==> src/rtl/reset_ctrl_pkg.sv <==
/*
  Package for the system reset controller: register byte addresses, field
  positions, key and option encodings, reset values and warm-up counts.
  Assumes a 50 MHz system clock and a classic Wishbone slave with 32-bit data.
*/
package reset_ctrl_pkg;

  // Register byte addresses
  localparam logic [31:0] ADDR_APP_INTERRUPT_RESET_CONTROL = 32'he000ed0c;
  localparam logic [31:0] ADDR_CODE_OPTION_WORD = 32'h1fff2000;
  localparam logic [31:0] ADDR_SERIAL_NUMBER_LOW = 32'h1fff2c08;
  localparam logic [31:0] ADDR_SERIAL_NUMBER_HIGH = 32'h1fff2c0c;
  localparam logic [31:0] ADDR_RESET_CAUSE_STATUS = 32'h40000000;
  localparam logic [31:0] ADDR_IRQ_ENABLE = 32'h40000004;
  localparam logic [31:0] ADDR_IRQ_CLEAR = 32'h40000008;
  localparam logic [31:0] ADDR_RESET_CONFIG = 32'h4000000c;

  // Reset-control register fields
  localparam int KEY_HI = 31;
  localparam int KEY_LO = 16;
  localparam logic [15:0] REGISTER_WRITE_KEY = 16'h05fa;
  localparam int BYTE_ORDER_BIT = 15;
  localparam int SOFTWARE_RESET_REQUEST_BIT = 2;
  localparam int DEBUG_CLEAR_ACTIVE_BIT = 1;
  localparam logic BYTE_ORDER_LITTLE = 1'b0;

  // Code option word
  localparam logic [15:0] SECURITY_LEVEL_0 = 16'hffff;
  localparam logic [15:0] SECURITY_LEVEL_1 = 16'h5a5a;
  localparam logic [15:0] SECURITY_LEVEL_2 = 16'ha5a5;
  localparam logic [15:0] SECURITY_LEVEL_3 = 16'h55aa;
  localparam logic [15:0] OPTION_LOW_HALF = 16'hffff;

  // Reset cause bit positions
  localparam int CAUSE_PIN = 0;
  localparam int CAUSE_POWER_UP = 1;
  localparam int CAUSE_LOW_VOLTAGE = 2;
  localparam int CAUSE_WATCHDOG = 3;
  localparam int CAUSE_SOFTWARE = 4;
  localparam int NUM_CAUSES = 5;

  // Reset configuration bits
  localparam int CFG_PIN_ENABLE_BIT = 0;
  localparam int CFG_CRYSTAL_BIT = 1;
  localparam logic [1:0] RESET_CONFIG_RESET = 2'h1;

  // Core boot vectors
  localparam logic [31:0] STACK_POINTER_VECTOR = 32'h00000000;
  localparam logic [31:0] RESET_VECTOR = 32'h00000004;

  // Warm-up times and the cycle counts derived from them
  localparam int CLOCK_HZ = 50000000;
  localparam int RC_WARMUP_US = 32;
  localparam int CRYSTAL_WARMUP_US = 4000;
  localparam int RC_WARMUP_CYCLES = (RC_WARMUP_US * (CLOCK_HZ / 1000000));
  localparam int CRYSTAL_WARMUP_CYCLES =
    (CRYSTAL_WARMUP_US * (CLOCK_HZ / 1000000));
  localparam int WARMUP_W = 18;

  // Sequencer states
  typedef enum logic [2:0]
  {
    ST_HOLD = 3'b000,
    ST_PIN_WAIT = 3'b001,
    ST_WARMUP = 3'b010,
    ST_FETCH_SP = 3'b011,
    ST_FETCH_PC = 3'b100,
    ST_RUN = 3'b101
  } seq_state_e;

endpackage

==> src/rtl/system_reset_control.sv <==
/*
  System reset controller: merges five reset sources, records the cause,
  drives the open-drain reset pin low in hold and warm-up, counts
  oscillator warm-up, then hands the core its boot vector addresses.
  Assumes one 50 MHz clock clk_i, a power-on pulse from the supply monitor,
  and a classic Wishbone master for register access.
*/
// Decided for this implementation: the Wishbone slave port.
`timescale 1ns/1ps

// Overview of operation
// RQ1 - Writes need key 0x05FA, else discarded
// RQ2 - Bit 2 requests system reset, reads zero
// RQ3 - Software writes zero to debug bit 1
// RQ4 - Bit 15 reads little-endian zero, others zero
// RQ5 - Option word upper half selects security
// RQ6 - Read-only 64-bit per-die serial number
// RQ7 - Five sources each cause a system reset
// RQ8 - Distinct cause flag for latest reset; flags here accumulate until cleared or until power-up
// RQ9 - Reset pin held low whole delay phase; pin is released in the pin wait
// RQ10 - Stack pointer loaded from address zero
// RQ11 - Program counter loaded from address four
// RQ12 - Delay includes oscillator warm-up, type dependent
// RQ13 - Power-up waits for released reset pin
// RQ14 - Watchdog reset reinitialises, warms, restarts
// RQ15 - Sources synchronised; reset held through warm-up
// RQ16 - Cause flags survive; power-up clears them
module system_reset_control #(
  parameter int RC_WARMUP = reset_ctrl_pkg::RC_WARMUP_CYCLES,
  parameter int CRYSTAL_WARMUP = reset_ctrl_pkg::CRYSTAL_WARMUP_CYCLES,
  parameter logic [63:0] DIE_SERIAL = 64'h0123456789abcdef // Arbitrary
)(
  input wire logic clk_i,
  input wire logic rst_i,
  input wire logic power_up_i,
  input wire logic reset_pin_i,
  output logic reset_pin_o,
  output logic reset_pin_oe_n_o,
  input wire logic low_voltage_detect_i,
  input wire logic watchdog_timer_i,
  input wire logic [31:0] wb_adr_i,
  input wire logic [31:0] wb_dat_i,
  output logic [31:0] wb_dat_o,
  input wire logic wb_we_i,
  input wire logic [3:0] wb_sel_i,
  input wire logic wb_cyc_i,
  input wire logic wb_stb_i,
  output logic wb_ack_o,
  output logic system_reset_o,
  output logic core_fetch_o,
  output logic [31:0] core_fetch_addr_o,
  output logic core_load_sp_o,
  output logic core_load_pc_o,
  output logic [15:0] security_level_o,
  output logic irq_o
);

  localparam int W = reset_ctrl_pkg::WARMUP_W;

  logic [1:0] pin_sync_q;
  logic [1:0] por_sync_q;
  logic [1:0] lowv_sync_q;
  logic [1:0] wdog_sync_q;
  logic pin_low;
  logic por_now;
  logic sw_req_q;
  logic [reset_ctrl_pkg::NUM_CAUSES-1:0] src_now;
  logic any_src;
  reset_ctrl_pkg::seq_state_e state_q;
  logic [W-1:0] warm_cnt_q;
  logic [W-1:0] warm_len;
  logic [reset_ctrl_pkg::NUM_CAUSES-1:0] cause_q;
  logic [reset_ctrl_pkg::NUM_CAUSES-1:0] irq_en_q;
  logic [1:0] cfg_q;
  logic [15:0] option_q;
  logic wb_req;
  logic wb_wr;
  logic key_ok;
  logic [31:0] rd_data;

  // Two-flop synchronisers for every pin-level source
  always_ff @(posedge clk_i)
  begin
    if (rst_i)
    begin
      pin_sync_q <= 2'h0; // Pin wait must see a real high, not a stale one
      por_sync_q <= 2'h0;
      lowv_sync_q <= 2'h0;
      wdog_sync_q <= 2'h0;
    end
    else
    begin
      pin_sync_q <= {pin_sync_q[0], reset_pin_i}; // RQ15
      por_sync_q <= {por_sync_q[0], power_up_i};
      lowv_sync_q <= {lowv_sync_q[0], low_voltage_detect_i};
      wdog_sync_q <= {wdog_sync_q[0], watchdog_timer_i};
    end
  end

  // Pin only counts as a source when its reset function is enabled
  assign pin_low = ~pin_sync_q[1] & cfg_q[reset_ctrl_pkg::CFG_PIN_ENABLE_BIT];
  assign por_now = por_sync_q[1];

  // Source vector, one bit per cause
  always_comb
  begin
    src_now = '0;
    src_now[reset_ctrl_pkg::CAUSE_PIN] = pin_low &
      (state_q == reset_ctrl_pkg::ST_RUN); // RQ7
    src_now[reset_ctrl_pkg::CAUSE_POWER_UP] = por_now;
    src_now[reset_ctrl_pkg::CAUSE_LOW_VOLTAGE] = lowv_sync_q[1];
    src_now[reset_ctrl_pkg::CAUSE_WATCHDOG] = wdog_sync_q[1];
    src_now[reset_ctrl_pkg::CAUSE_SOFTWARE] = sw_req_q;
  end
  // Pin counts only in run, so our own drive never reads back as a cause
  assign any_src = |src_now;

  // Warm-up length depends on oscillator type
  assign warm_len = cfg_q[reset_ctrl_pkg::CFG_CRYSTAL_BIT] ?
                    W'(CRYSTAL_WARMUP - 1) : W'(RC_WARMUP - 1); // RQ12

  // Reset sequencer: hold, optional pin wait, warm-up, vector fetch, run
  always_ff @(posedge clk_i)
  begin
    if (rst_i)
    begin
      state_q <= reset_ctrl_pkg::ST_HOLD;
      warm_cnt_q <= '0;
    end
    else if (any_src)
    begin
      state_q <= reset_ctrl_pkg::ST_HOLD; // RQ7
      warm_cnt_q <= '0;
    end
    else
    begin
      case (state_q)
        reset_ctrl_pkg::ST_HOLD:
        begin
          state_q <= reset_ctrl_pkg::ST_PIN_WAIT;
        end
        reset_ctrl_pkg::ST_PIN_WAIT:
        begin
          // Wait until the outside world releases the pin high
          if (pin_sync_q[1] || !cfg_q[reset_ctrl_pkg::CFG_PIN_ENABLE_BIT])
          begin
            state_q <= reset_ctrl_pkg::ST_WARMUP; // RQ13
          end
        end
        reset_ctrl_pkg::ST_WARMUP:
        begin
          if (warm_cnt_q >= warm_len)
          begin
            state_q <= reset_ctrl_pkg::ST_FETCH_SP; // RQ15
          end
          else
          begin
            warm_cnt_q <= warm_cnt_q + 1'b1;
          end
        end
        reset_ctrl_pkg::ST_FETCH_SP:
        begin
          state_q <= reset_ctrl_pkg::ST_FETCH_PC; // RQ14
        end
        reset_ctrl_pkg::ST_FETCH_PC:
        begin
          state_q <= reset_ctrl_pkg::ST_RUN;
        end
        default:
        begin
          state_q <= reset_ctrl_pkg::ST_RUN;
        end
      endcase
    end
  end

  // Pin driven low in hold and warm-up; let go in the pin wait, else our
  // own pull would read back as an outside low and the wait never ends
  assign reset_pin_o = 1'b0;
  assign reset_pin_oe_n_o = ~(state_q == reset_ctrl_pkg::ST_HOLD ||
                              state_q == reset_ctrl_pkg::ST_WARMUP); // RQ9
  assign system_reset_o = (state_q != reset_ctrl_pkg::ST_RUN);

  // Boot vector fetch strobes towards the core
  always_comb
  begin
    core_fetch_o = 1'b0;
    core_load_sp_o = 1'b0;
    core_load_pc_o = 1'b0;
    core_fetch_addr_o = reset_ctrl_pkg::STACK_POINTER_VECTOR;
    if (state_q == reset_ctrl_pkg::ST_FETCH_SP)
    begin
      core_fetch_o = 1'b1;
      core_load_sp_o = 1'b1; // RQ10
    end
    else if (state_q == reset_ctrl_pkg::ST_FETCH_PC)
    begin
      core_fetch_o = 1'b1;
      core_load_pc_o = 1'b1;
      core_fetch_addr_o = reset_ctrl_pkg::RESET_VECTOR; // RQ11
    end
  end

  // Bus decode; one-cycle ack, dropped the cycle after
  assign wb_req = wb_cyc_i & wb_stb_i & ~wb_ack_o;
  assign wb_wr = wb_req & wb_we_i;
  assign key_ok = (wb_dat_i[reset_ctrl_pkg::KEY_HI:reset_ctrl_pkg::KEY_LO]
                   == reset_ctrl_pkg::REGISTER_WRITE_KEY) &
                  (&wb_sel_i[3:2]); // RQ1

  always_ff @(posedge clk_i)
  begin
    if (rst_i)
    begin
      wb_ack_o <= 1'b0;
    end
    else
    begin
      wb_ack_o <= wb_req;
    end
  end

  // Keyed software reset request; stays set until the sequencer takes it.
  // Bit 1 is left to software to keep zero and is simply ignored here.
  always_ff @(posedge clk_i)
  begin
    if (rst_i)
    begin
      sw_req_q <= 1'b0;
    end
    else if (wb_wr && key_ok && wb_sel_i[0] &&
             wb_adr_i == reset_ctrl_pkg::ADDR_APP_INTERRUPT_RESET_CONTROL &&
             wb_dat_i[reset_ctrl_pkg::SOFTWARE_RESET_REQUEST_BIT])
    begin
      sw_req_q <= 1'b1; // RQ2 RQ3
    end
    else if (state_q != reset_ctrl_pkg::ST_RUN)
    begin
      sw_req_q <= 1'b0;
    end
  end

  // Cause flags: power-up wipes the rest; other sources accumulate
  // so a hit arriving with a clear is kept
  always_ff @(posedge clk_i)
  begin
    if (rst_i)
    begin
      cause_q <= '0;
    end
    else if (por_now)
    begin
      cause_q <= 5'h1 << reset_ctrl_pkg::CAUSE_POWER_UP; // RQ16
    end
    else if (wb_wr && wb_adr_i == reset_ctrl_pkg::ADDR_IRQ_CLEAR &&
             wb_sel_i[0])
    begin
      cause_q <= (cause_q & ~wb_dat_i[4:0]) | src_now; // RQ8
    end
    else
    begin
      cause_q <= cause_q | src_now; // RQ8
    end
  end

  // Software writable settings survive all but the bus reset
  always_ff @(posedge clk_i)
  begin
    if (rst_i)
    begin
      irq_en_q <= '0;
      cfg_q <= reset_ctrl_pkg::RESET_CONFIG_RESET;
      option_q <= reset_ctrl_pkg::SECURITY_LEVEL_0;
    end
    else if (wb_wr && wb_sel_i[0])
    begin
      if (wb_adr_i == reset_ctrl_pkg::ADDR_IRQ_ENABLE)
      begin
        irq_en_q <= wb_dat_i[4:0];
      end
      else if (wb_adr_i == reset_ctrl_pkg::ADDR_RESET_CONFIG)
      begin
        cfg_q <= wb_dat_i[1:0];
      end
      else if (wb_adr_i == reset_ctrl_pkg::ADDR_CODE_OPTION_WORD &&
               (&wb_sel_i[3:2]))
      begin
        option_q <= wb_dat_i[31:16]; // RQ5
      end
    end
  end

  assign security_level_o = option_q;
  assign irq_o = |(cause_q & irq_en_q);

  // Read mux; key field reads zero, unmapped addresses read zero
  always_comb
  begin
    rd_data = 32'h0;
    if (wb_adr_i == reset_ctrl_pkg::ADDR_APP_INTERRUPT_RESET_CONTROL)
    begin
      rd_data[reset_ctrl_pkg::BYTE_ORDER_BIT] =
        reset_ctrl_pkg::BYTE_ORDER_LITTLE; // RQ4
    end
    else if (wb_adr_i == reset_ctrl_pkg::ADDR_CODE_OPTION_WORD)
    begin
      rd_data = {option_q, reset_ctrl_pkg::OPTION_LOW_HALF}; // RQ5
    end
    else if (wb_adr_i == reset_ctrl_pkg::ADDR_SERIAL_NUMBER_LOW)
    begin
      rd_data = DIE_SERIAL[31:0]; // RQ6
    end
    else if (wb_adr_i == reset_ctrl_pkg::ADDR_SERIAL_NUMBER_HIGH)
    begin
      rd_data = DIE_SERIAL[63:32]; // RQ6
    end
    else if (wb_adr_i == reset_ctrl_pkg::ADDR_RESET_CAUSE_STATUS)
    begin
      rd_data = {27'h0, cause_q};
    end
    else if (wb_adr_i == reset_ctrl_pkg::ADDR_IRQ_ENABLE)
    begin
      rd_data = {27'h0, irq_en_q};
    end
    else if (wb_adr_i == reset_ctrl_pkg::ADDR_RESET_CONFIG)
    begin
      rd_data = {30'h0, cfg_q};
    end
  end

  // Read data registered alongside ack
  always_ff @(posedge clk_i)
  begin
    if (rst_i)
    begin
      wb_dat_o <= 32'h0;
    end
    else if (wb_req && !wb_we_i)
    begin
      wb_dat_o <= rd_data;
    end
  end

endmodule
==> config.mk <==
export PLATFORM = sky130hd
export DESIGN_NAME = system_reset_control
export DESIGN_NICKNAME = d
export VERILOG_FILES = /design/src/rtl/reset_ctrl_pkg.sv /design/src/rtl/system_reset_control.sv
export SDC_FILE = /design/constraint.sdc
export NUM_CORES = 1
export LEC_CHECK = 0
export ABC_AREA = 1
export BUFFER_PORTS_ARGS = -buffer_cell sky130_fd_sc_hd__buf_4
export CORE_MARGIN = 2
export CORE_UTILIZATION = 47
export DETAILED_ROUTE_END_ITERATION = 16
export PLACE_DENSITY = 0.87
export SETUP_SLACK_MARGIN = 0.05
export SLEW_MARGIN = 20
export SYNTH_ARGS = -nofsm -noshare
export SYNTH_HDL_FRONTEND = slang
export SYNTH_SLANG_ARGS = --single-unit
==> constraint.sdc <==
create_clock -name clk_i -period 2 [get_ports clk_i]
set_input_delay 0.3 -clock clk_i [delete_from_list [all_inputs] [get_ports clk_i]]
set_output_delay 0.3 -clock clk_i [all_outputs]
set_load 0.02 [all_outputs]
# Word-level counts from Yosys, hierarchy flattened
# Index checks and enable logic that the tools add are counted.
totals:
  reg_bits: 91
  output_inout_bits: 88
op_classes:
  add_sub_neg: 1
  magnitude_cmp: 1
  eq_ne: 17
  n_mux: 23
  n_bitwise: 17
  reduce_logical: 24
ops:
  columns: ["op", "count"]
  rows:
  - ["$mux W32", 5]
  - ["$eq A32 B31 Y1 const B", 4]
  - ["$eq A32 B29 Y1 const B", 3]
  - ["$eq A32 B32 Y1 const B", 1]
  - ["$add A18 B1 Y18 const B", 1]
  - ["$ge A18 B18 Y1", 1]
  - ["$mux W18", 1]
  - ["$eq A16 B11 Y1 const B", 1]
  - ["$mux W16", 1]
  - ["$mux W15", 1]
  - ["$mux W3", 4]
  - ["$pmux W3 S4", 1]
  - ["$and A5 B5 Y5", 2]
  - ["$or A5 B5 Y5", 2]
  - ["$logic_and A1 B1 Y1", 9]
  - ["$reduce_and A2 Y1", 4]
  - ["$mux W1", 7]
  - ["$and A1 B1 Y1", 6]
  - ["$eq A3 B2 Y1 const B", 2]
  - ["$eq A3 B3 Y1 const B", 2]
  - ["$not A1 Y1", 6]
  - ["$reduce_or A6 Y1", 1]
  - ["$mux W5", 1]
  - ["$not A5 Y5", 1]
  - ["other kinds (12)", 16]

# Longest topological paths before layout
# Gate-level depths: netlist of the first run.
logic_depth:
  word_depth: 8
  mapped_depth: 13
  mapped_depth_nobuf: 12

# Worst setup path before layout of the first run
# OpenSTA, ideal clock, no wires.
synth_timing:
  kind: "register to register"
  start: "register warm_cnt_q[9]"
  end: "register state_q[0]"
  setup_ps: 116
  arrival_ps: 1694
  slack_ps: 190
  path_stages_with_launch: 12
  period_less_slack_ps: 1810
  cell_sequence: "dfxtp_1 -> ha_1 -> a21oi_1 -> o21ai_0 -> and2_1 -> nor2_1 -> and2_1 -> buf_6 -> nand2_4 -> buf_6 -> o211ai_1 -> inv_1"
synth_between:
  elab_chain_cells: 3
synth_lines:
  columns: ["item", "line_no", "source"]
  rows:
  - ["start, declared", "system_reset_control.sv:70", "logic [W-1:0] warm_cnt_q;"]
  - ["start signal, assigned", "system_reset_control.sv:158", "warm_cnt_q <= warm_cnt_q + 1'b1;"]
  - ["$ge A18 B18 Y1", "system_reset_control.sv:152", "if (warm_cnt_q >= warm_len)"]
  - ["$ne A2 B2 Y1 (no line)", null, null]
  - ["$reduce_and A2 Y1 (no line)", null, null]
  - ["end signal, assigned", "system_reset_control.sv:147", "state_q <= reset_ctrl_pkg::ST_WARMUP;"]
  - ["end signal, assigned", "system_reset_control.sv:154", "state_q <= reset_ctrl_pkg::ST_FETCH_SP;"]
  - ["end signal, assigned", "system_reset_control.sv:163", "state_q <= reset_ctrl_pkg::ST_FETCH_PC;"]
  - ["end, declared", "system_reset_control.sv:69", "reset_ctrl_pkg::seq_state_e state_q;"]
# Every way passes these cells.
# A chain may end at the register's enable or synchronous reset.

# Worst setup path after layout of the first run
layout_timing:
  start: "register cfg_q[1]"
  end: "register warm_cnt_q[2]"
layout_between:
  elab_chain_cells: 4
layout_lines:
  columns: ["item", "line_no", "source"]
  rows:
  - ["start, declared", "system_reset_control.sv:74", "logic [1:0] cfg_q;"]
  - ["start signal, assigned", "system_reset_control.sv:272", "cfg_q <= reset_ctrl_pkg::RESET_CONFIG_RESET;"]
  - ["start signal, assigned", "system_reset_control.sv:283", "cfg_q <= wb_dat_i[1:0];"]
  - ["$mux W18", "system_reset_control.sv:119", "assign warm_len = cfg_q[reset_ctrl_pkg::CFG_CRYSTAL_BIT] ?"]
  - ["$ge A18 B18 Y1", "system_reset_control.sv:152", null]
  - ["$not A1 Y1 (no line)", null, null]
  - ["$reduce_and A2 Y1 (no line)", null, null]
# Every way passes these cells.

==> summary.txt, run 1 <==
Clock network
  – CTS H-tree depth: 3
  – Clk_lat worst skew: 0.37 ns
  – Clock sinks: 83
  – Clock Path Buffers: 2
  – Worst-path clk slew: 0.10 ns
  – Cts bufs inserted: 9
  – CTS tree: done
  – Root Buffer: clkbuf_8

STA
  – WHS: 0.1270 ns
  – Skew final: 0.01123 ns
  – RSZ-0062 raised after global routing: yes
  – Fmax: 0.5333 GHz
  – # setup viols final: 0
  – Final period util: 93.75%
  – Min cycle time layout: 1.875 ns
  – Fin. max-slew vios: 0
  – Final Hold Vio Count: 0
  – Setup TNS: 0 ns

Global route
  – Initial antenna violation count: 0
  – First-pass GRT wire length: 19.26 mm
  – Total gr overflow: 0
  – Largest net degree at the start of global routing: 37
  – Vias in the first global route: 4255
  – GRT Overall Usage: 22.94%

Logic synthesis
  – Adder-cell area share of the yosys netlist: 1.643%
  – Flops & latches, synth: 83
  – Compound-gate portion of the synthesized area: 9.447%
  – Async SR Flop Fraction: 0%
  – Top_reg_cell synth: dfxtp_1
  – Mean post-synth cell area: 6.710 um^2
  – Post-synthesis mux area share: 0%
  – Share of the synthesized area in the top cell type: 36.36%
  – Most frequent cells after synthesis: nand2_1, nor2_1, dfxtp_1
  – Xor/xnor share of the synthesized area: 2.683%
  – Area leader, netlist: dfxtp_1
  – Post-synth EDFFs: 0
  – Synth area leaders: dfxtp_1, nand2_1, nand3_1, nor2_1, buf_4
  – Sequential area share after synthesis: 36.36%
  – Combinational family with the most area after synthesis: simple AND/OR/NAND/NOR gates
  – Mapped Area: 4569 um^2
  – Cells after synthesis: 681
  – Cell with the most instances after synthesis: nand2_1
  – Yosys warnings: 0
  – Simple-gate area share of the yosys netlist: 34.75%
  – Count of cell types in the netlist: 36

Routing
  – Vias after detailed routing: 4681
  – DRC viols: 0
  – DR WL/cell: 12.98 um
  – Final wirelength: 12.15 mm
  – Vias per cell: 5.001
  – DR pass1 iterations: 4
  – Post-route ant nets: 0
  – Drt initial violations: 205

Floorplanning
  – Initial Utilization: 48.99%
  – Die Width: 102.6 um
  – Die area: 10530 um^2
  – # rows: 35
  – Core box area: 9328 um^2
  – DIE HEIGHT: 102.6 um
  – I/O pin count: 165

Critical path
  – WP data required: 2.29 ns
  – Crit path cell chain: inv_4 -> ha_1 -> nand2_1 -> o21ai_0 -> and2_1 -> nor2_2 -> and2_4 -> buf_6 -> nand3_1 -> a21oi_1
  – Bufs and invs on worst path: 2
  – Critical path's largest stage delay: 0.38 ns
  – Critical path arrival: 2.16 ns
  – Critical path type: reg2reg
  – Setup crit end kind: register
  – CP max stage cell: dfxtp_2
  – CP Max Fanout: 10
  – Top cell family by delay on the critical path: simple AND/OR/NAND/NOR gates
  – CP Launch Type: register

Power and ir drop
  – Power Density: 548.7 nW/um^2
  – Worst vdd ir: 0.0003420 V
  – P_leak: 0.002587 uW

Final layout
  – Fraction of layout cells with a size suffix above 1: 22.55%
  – Diode count: 0
  – Final net count: 885
  – Area growth, synth to finish: 25.71%

Run status
  – Status: finished clean

Hold path
  – Path type of the worst min-delay path: in2reg

Placement
  – Hpwl dp: 9.279 mm
  – IO Port Bufs: 120
  – RePlAce Congestion: 0.9582

Run
  – Maxcap violations: 0
==> cells in the final DEF, fill, tap and decap left out, types with 3 or more instances in the layout <==
cell / n
clkbuf_8: 9
nand2_1: 156
conb_1: 32
xnor2_1: 6
ha_1: 4
a21oi_1: 49
nor2_1: 88
nand4_1: 10
nor3_1: 12
nor2_2: 8
dfxtp_1: 82
o211ai_1: 8
inv_1: 63
nand3_1: 73
nor3b_1: 3
o21ai_0: 18
buf_4: 138
inv_2: 5
xor2_1: 8
==> registers in the layout, indices dropped and copies added, names as in the netlist, 2 cells and up <==
name,count
por_sync_q,2
state_q,3
wdog_sync_q,2
pin_sync_q,2
warm_cnt_q,18
wb_dat_o,24
cfg_q,2
lowv_sync_q,2
security_level_o,16
irq_en_q,5
cause_q,5
==> routing by layer <==
layer | GRT usage (%) | part of all wire (%)
met5 | 0 | 0
met4 | 8.308 | 2.2
met3 | 3.593 | 5.3
met2 | 38.86 | 48
met1 | 29.62 | 44
==> final cells by class <==
cell class / count / area (um^2)
well taps: 129 / 161.4
clock inverters: 7 / 51.30
clock buffers: 9 / 123.9
fillers: 856 / 3583
repair buffers: 141 / 1087
flip-flops and latches: 83 / 1663
inverters: 70 / 265.3
multi-input cells: 497 / 2392
==> timing repair <==
item                       in CTS  in global routing
resized for setup               1                 11
pin swaps                       0                  1
setup buffers                   0                  0
hold buffers                    0                  0
setup endpoints to repair      13                 22
==> tightest hold or removal path: stages <==
cell	delay (ns)
buf_4	0.07
inv_1	0.03
nor2_1	0.06
==> per-stage QoR <==
step	power, uW	util [%]	instances	cell area (um^2)	worst slack (ns)
CTS	3154	60.99	936	5689	0.06348
global route	3274	61.58	936	5744	0.02033
detailed placement	2067	59.09	920	5512	0.05124
finish	3152	61.58	936	5744	0.1250
floorplan	1949	-	712	4686	0.1898
global placement	2062	59.09	920	5512	0.1059
==> power breakdown <==
part | internal, uW | switching, uW
Sequential | 1670 | 9.19
Clock | 457 | 662
Combinational | 138 | 219
Total | 2260 | 890
==> final timing paths <==
check        depth (start not counted)  slack [ns]              to            from
max                                 10        0.12   warm_cnt_q[2]        cfg_q[1]
min                                  3        0.13   por_sync_q[0]      power_up_i
max reg2reg                         10        0.12   warm_cnt_q[2]        cfg_q[1]
min reg2reg                          2        0.40  wdog_sync_q[1]  wdog_sync_q[0]
==> cell families (layout without fill, tap and decap cells) <==
group                      Yosys count  after routing
adders and majority gates            6              6
and+or+nand+nor                    365            365
AOI/OAI and AO/OA                   80             80
DFF                                 83             83
buffers and inverters              132            227
other                                1             32
xor gates and xnor gates            14             14
(Power assumes the default switching activity.)
==> run 2, diff against run 1 <==
--- a/config.mk
+++ b/config.mk
@@ -8,9 +8,9 @@
 export ABC_AREA = 1
 export BUFFER_PORTS_ARGS = -buffer_cell sky130_fd_sc_hd__buf_4
 export CORE_MARGIN = 2
-export CORE_UTILIZATION = 47
+export CORE_UTILIZATION = 50
 export DETAILED_ROUTE_END_ITERATION = 16
-export PLACE_DENSITY = 0.87
+export PLACE_DENSITY = 0.91
 export SETUP_SLACK_MARGIN = 0.05
 export SLEW_MARGIN = 20
 export SYNTH_ARGS = -nofsm -noshare
==> summary.txt, run 2 (synthesis results as in run 1) <==
Run status
  – Status: finished clean (unchanged)

Placement
  – Hpwl dp: 9.253 mm (was 9.279 mm)
  – Post-DP Area: 5453 um^2 (was 5512 um^2)
  – RePlAce Congestion: 0.9498 (was 0.9582)
  – IO Port Bufs: 120 (unchanged)
  – Setup WS pre-CTS: -0.004532 ns (was 0.05124 ns)

Final layout
  – Combined area of the multi-input logic cells: 2357 um^2 (was 2392 um^2)
  – Register Area: 1663 um^2 (unchanged)
  – Biggest register: wb_dat_o (unchanged)
  – Final net count: 884 (was 885)
  – Diode count: 0 (unchanged)
  – Fraction of layout cells with a size suffix above 1: 22.21% (was 22.55%)
  – Area growth, synth to finish: 24.73% (was 25.71%)
  – Commonest non-fill, non-tap cell in the layout: nand2_1 (unchanged)
  – Final instance area: 5699 um^2 (was 5744 um^2)
  – Max reg flops: 24 (unchanged)
  – Fillers: 759 (was 856)
  – Commonest non-fill, non-tap cells in the layout: nand2_1, buf_4, nor2_1 (unchanged)

Clock network
  – Worst-path clk slew: 0.09 ns (was 0.10 ns)
  – Clk_lat worst skew: 0.36 ns (was 0.37 ns)
  – CTS resizes: 2 (was 1)
  – Root Buffer: clkbuf_8 (unchanged)
  – Cts bufs inserted: 9 (unchanged)
  – Postcts setup bufs: 0 (unchanged)
  – Hold buffers post-CTS: 0 (unchanged)
  – CTS tree: done (unchanged)
  – Clock Path Buffers: 2 (unchanged)
  – CTS H-tree depth: 3 (unchanged)
  – Clock sinks: 83 (unchanged)

STA
  – Final Hold Vio Count: 0 (unchanged)
  – Setup ws final: 0.1174 ns (was 0.1250 ns)
  – Final period util: 94.13% (was 93.75%)
  – # setup viols final: 0 (unchanged)
  – RSZ-0062 raised after global routing: yes (unchanged)
  – Min cycle time layout: 1.883 ns (was 1.875 ns)
  – Fin. max-slew vios: 0 (unchanged)
  – Fmax: 0.5312 GHz (was 0.5333 GHz)
  – Skew final: 0.008463 ns (was 0.01123 ns)

Critical path
  – Worst R2R Start: cfg_q[1] (unchanged)
  – WP data required: 2.29 ns (about the same)
  – CP Max Fanout: 7 (was 10)
  – Critical path type: reg2reg (unchanged)
  – R2r setup slk: 0.12 ns (about the same)
  – RR Endpoint: warm_cnt_q[8] (was warm_cnt_q[2])
  – Critical path arrival: 2.17 ns (was 2.16 ns)
  – CP Launch Type: register (unchanged)
  – R2r worst-path depth: 10 (unchanged)
  – Setup crit end kind: register (unchanged)

Routing
  – Post-route ant nets: 0 (unchanged)
  – DRC viols: 0 (unchanged)
  – Vias after detailed routing: 4757 (was 4681)
  – Final wirelength: 12.28 mm (was 12.15 mm)
  – DR pass1 iterations: 5 (was 4)
  – Vias per cell: 5.205 (was 5.001)
  – DR WL/cell: 13.43 um (was 12.98 um)
  – Drt initial violations: 243 (was 205)

Hold path
  – Hold Path Sink: lowv_sync_q[0] (was por_sync_q[0])
  – Worst Hold Launch: low_voltage_detect_i (was power_up_i)
  – Path type of the worst min-delay path: in2reg (unchanged)
  – Hold Crit Depth: 3 (unchanged)

Power and ir drop
  – Internal power: 2527 uW (was 2262 uW)
  – Share of power burned in registers: 49.0% (was 53.2%)
  – Power Density: 601.1 nW/um^2 (was 548.7 nW/um^2)
  – P_leak: 0.002589 uW (was 0.002587 uW)
  – Worst vdd ir: 0.0003845 V (was 0.0003420 V)
  – Clock power share: 40.8% (was 35.5%)
  – Net Switching: 899.1 uW (was 889.9 uW)
  – Switch share: 26.25% (was 28.23%)
  – Logic pwr share: 10.2% (was 11.3%)

Floorplanning
  – DIE HEIGHT: 99.60 um (was 102.6 um)
  – Core box area: 8806 um^2 (was 9328 um^2)
  – I/O pin count: 165 (unchanged)
  – # rows: 34 (was 35)
  – Initial Utilization: 51.89% (was 48.99%)
  – Die Width: 99.60 um (was 102.6 um)
  – Die area: 9919 um^2 (was 10530 um^2)

Global route
  – Vias in the first global route: 4334 (was 4255)
  – First-pass GRT wire length: 19.99 mm (was 19.26 mm)
  – GRT Overall Usage: 24.94% (was 22.94%)
  – Total gr overflow: 0 (unchanged)
  – Largest net degree at the start of global routing: 37 (unchanged)
  – Initial antenna violation count: 0 (unchanged)

Run
  – Maxcap violations: 0 (unchanged)
run 2: cell types whose count changed in the layout (fill, tap and decap cells not counted), sizes merged:
cell      before  now
bufinv         0    2
clkinv         4    2
clkinvlp       2    0
buf          141  140
inv           71   73
run 2: critical path, stage by stage, from the launching register on:
cell and delay [ns]:
dfxtp_2 0.36, inv_2 0.08, ha_1 0.31, nand3_1 0.13
nor2_1 0.07, and2_1 0.14, nor2_2 0.14, and2_4 0.19
buf_4 0.16, nand3_1 0.08, a21oi_1 0.15
run 2: layer usage:
layer,GRT usage [%],up-vias,part of all wire (%)
li1,-,2359,-
met1,31.47,2177,43
met2,41.16,186,48
met3,4.146,35,5.9
met4,12.54,0,3.9
met5,0,-,0
run 2: worst max-delay path by stage:
stage	depth (start not counted)	from	endpoint	slack, ns
2_1_floorplan	11	warm_cnt_q[9]	state_q[0]	0.19
4_1_cts	10	cfg_q[1]	warm_cnt_q[14]	0.07
3_5_place_dp	10	cfg_q[1]	warm_cnt_q[8]	-0.005
5_1_grt	10	cfg_q[1]	warm_cnt_q[14]	-0.02
3_3_place_gp	10	cfg_q[1]	warm_cnt_q[16]	0.09
6_report	10	cfg_q[1]	warm_cnt_q[8]	0.12
run 2: metrics by stage:
step / setup TNS (ns) / util, % / hold slack, ns / power, uW / instances
after floorplan: 0 / - / 0.3883 / 1949 / 712
after global placement: 0 / 61.92 / 0.3897 / 2055 / 898
after detailed placement: -0.004551 / 61.92 / 0.3981 / 2061 / 898
after CTS: 0 / 64.56 / 0.1209 / 3428 / 914
after global routing: -0.05578 / 64.72 / 0.1301 / 3527 / 914
final: 0 / 64.72 / 0.1300 / 3426 / 914
run 2: layout make-up:
| type | instances | area share (%) |
|---|---|---|
| Multi-Input combinational cell | 497 | 41.36 |
| Sequential cell | 83 | 29.18 |
| Timing Repair Buffer | 140 | 18.44 |
| Inverter | 70 | 4.610 |
| Tap cell | 108 | 2.371 |
| Clock buffer | 9 | 2.173 |
| Clock inverter | 7 | 1.866 |
run 2: power groups by stage:
stage / combinational [uW] / clock [uW] / sequential, uW
final: 350 / 1400 / 1680
after global routing: 384 / 1460 / 1680
after CTS: 347 / 1400 / 1680
after detailed placement: 344 / 0 / 1720
after global placement: 339 / 0 / 1720
after floorplan: 234 / 0 / 1710
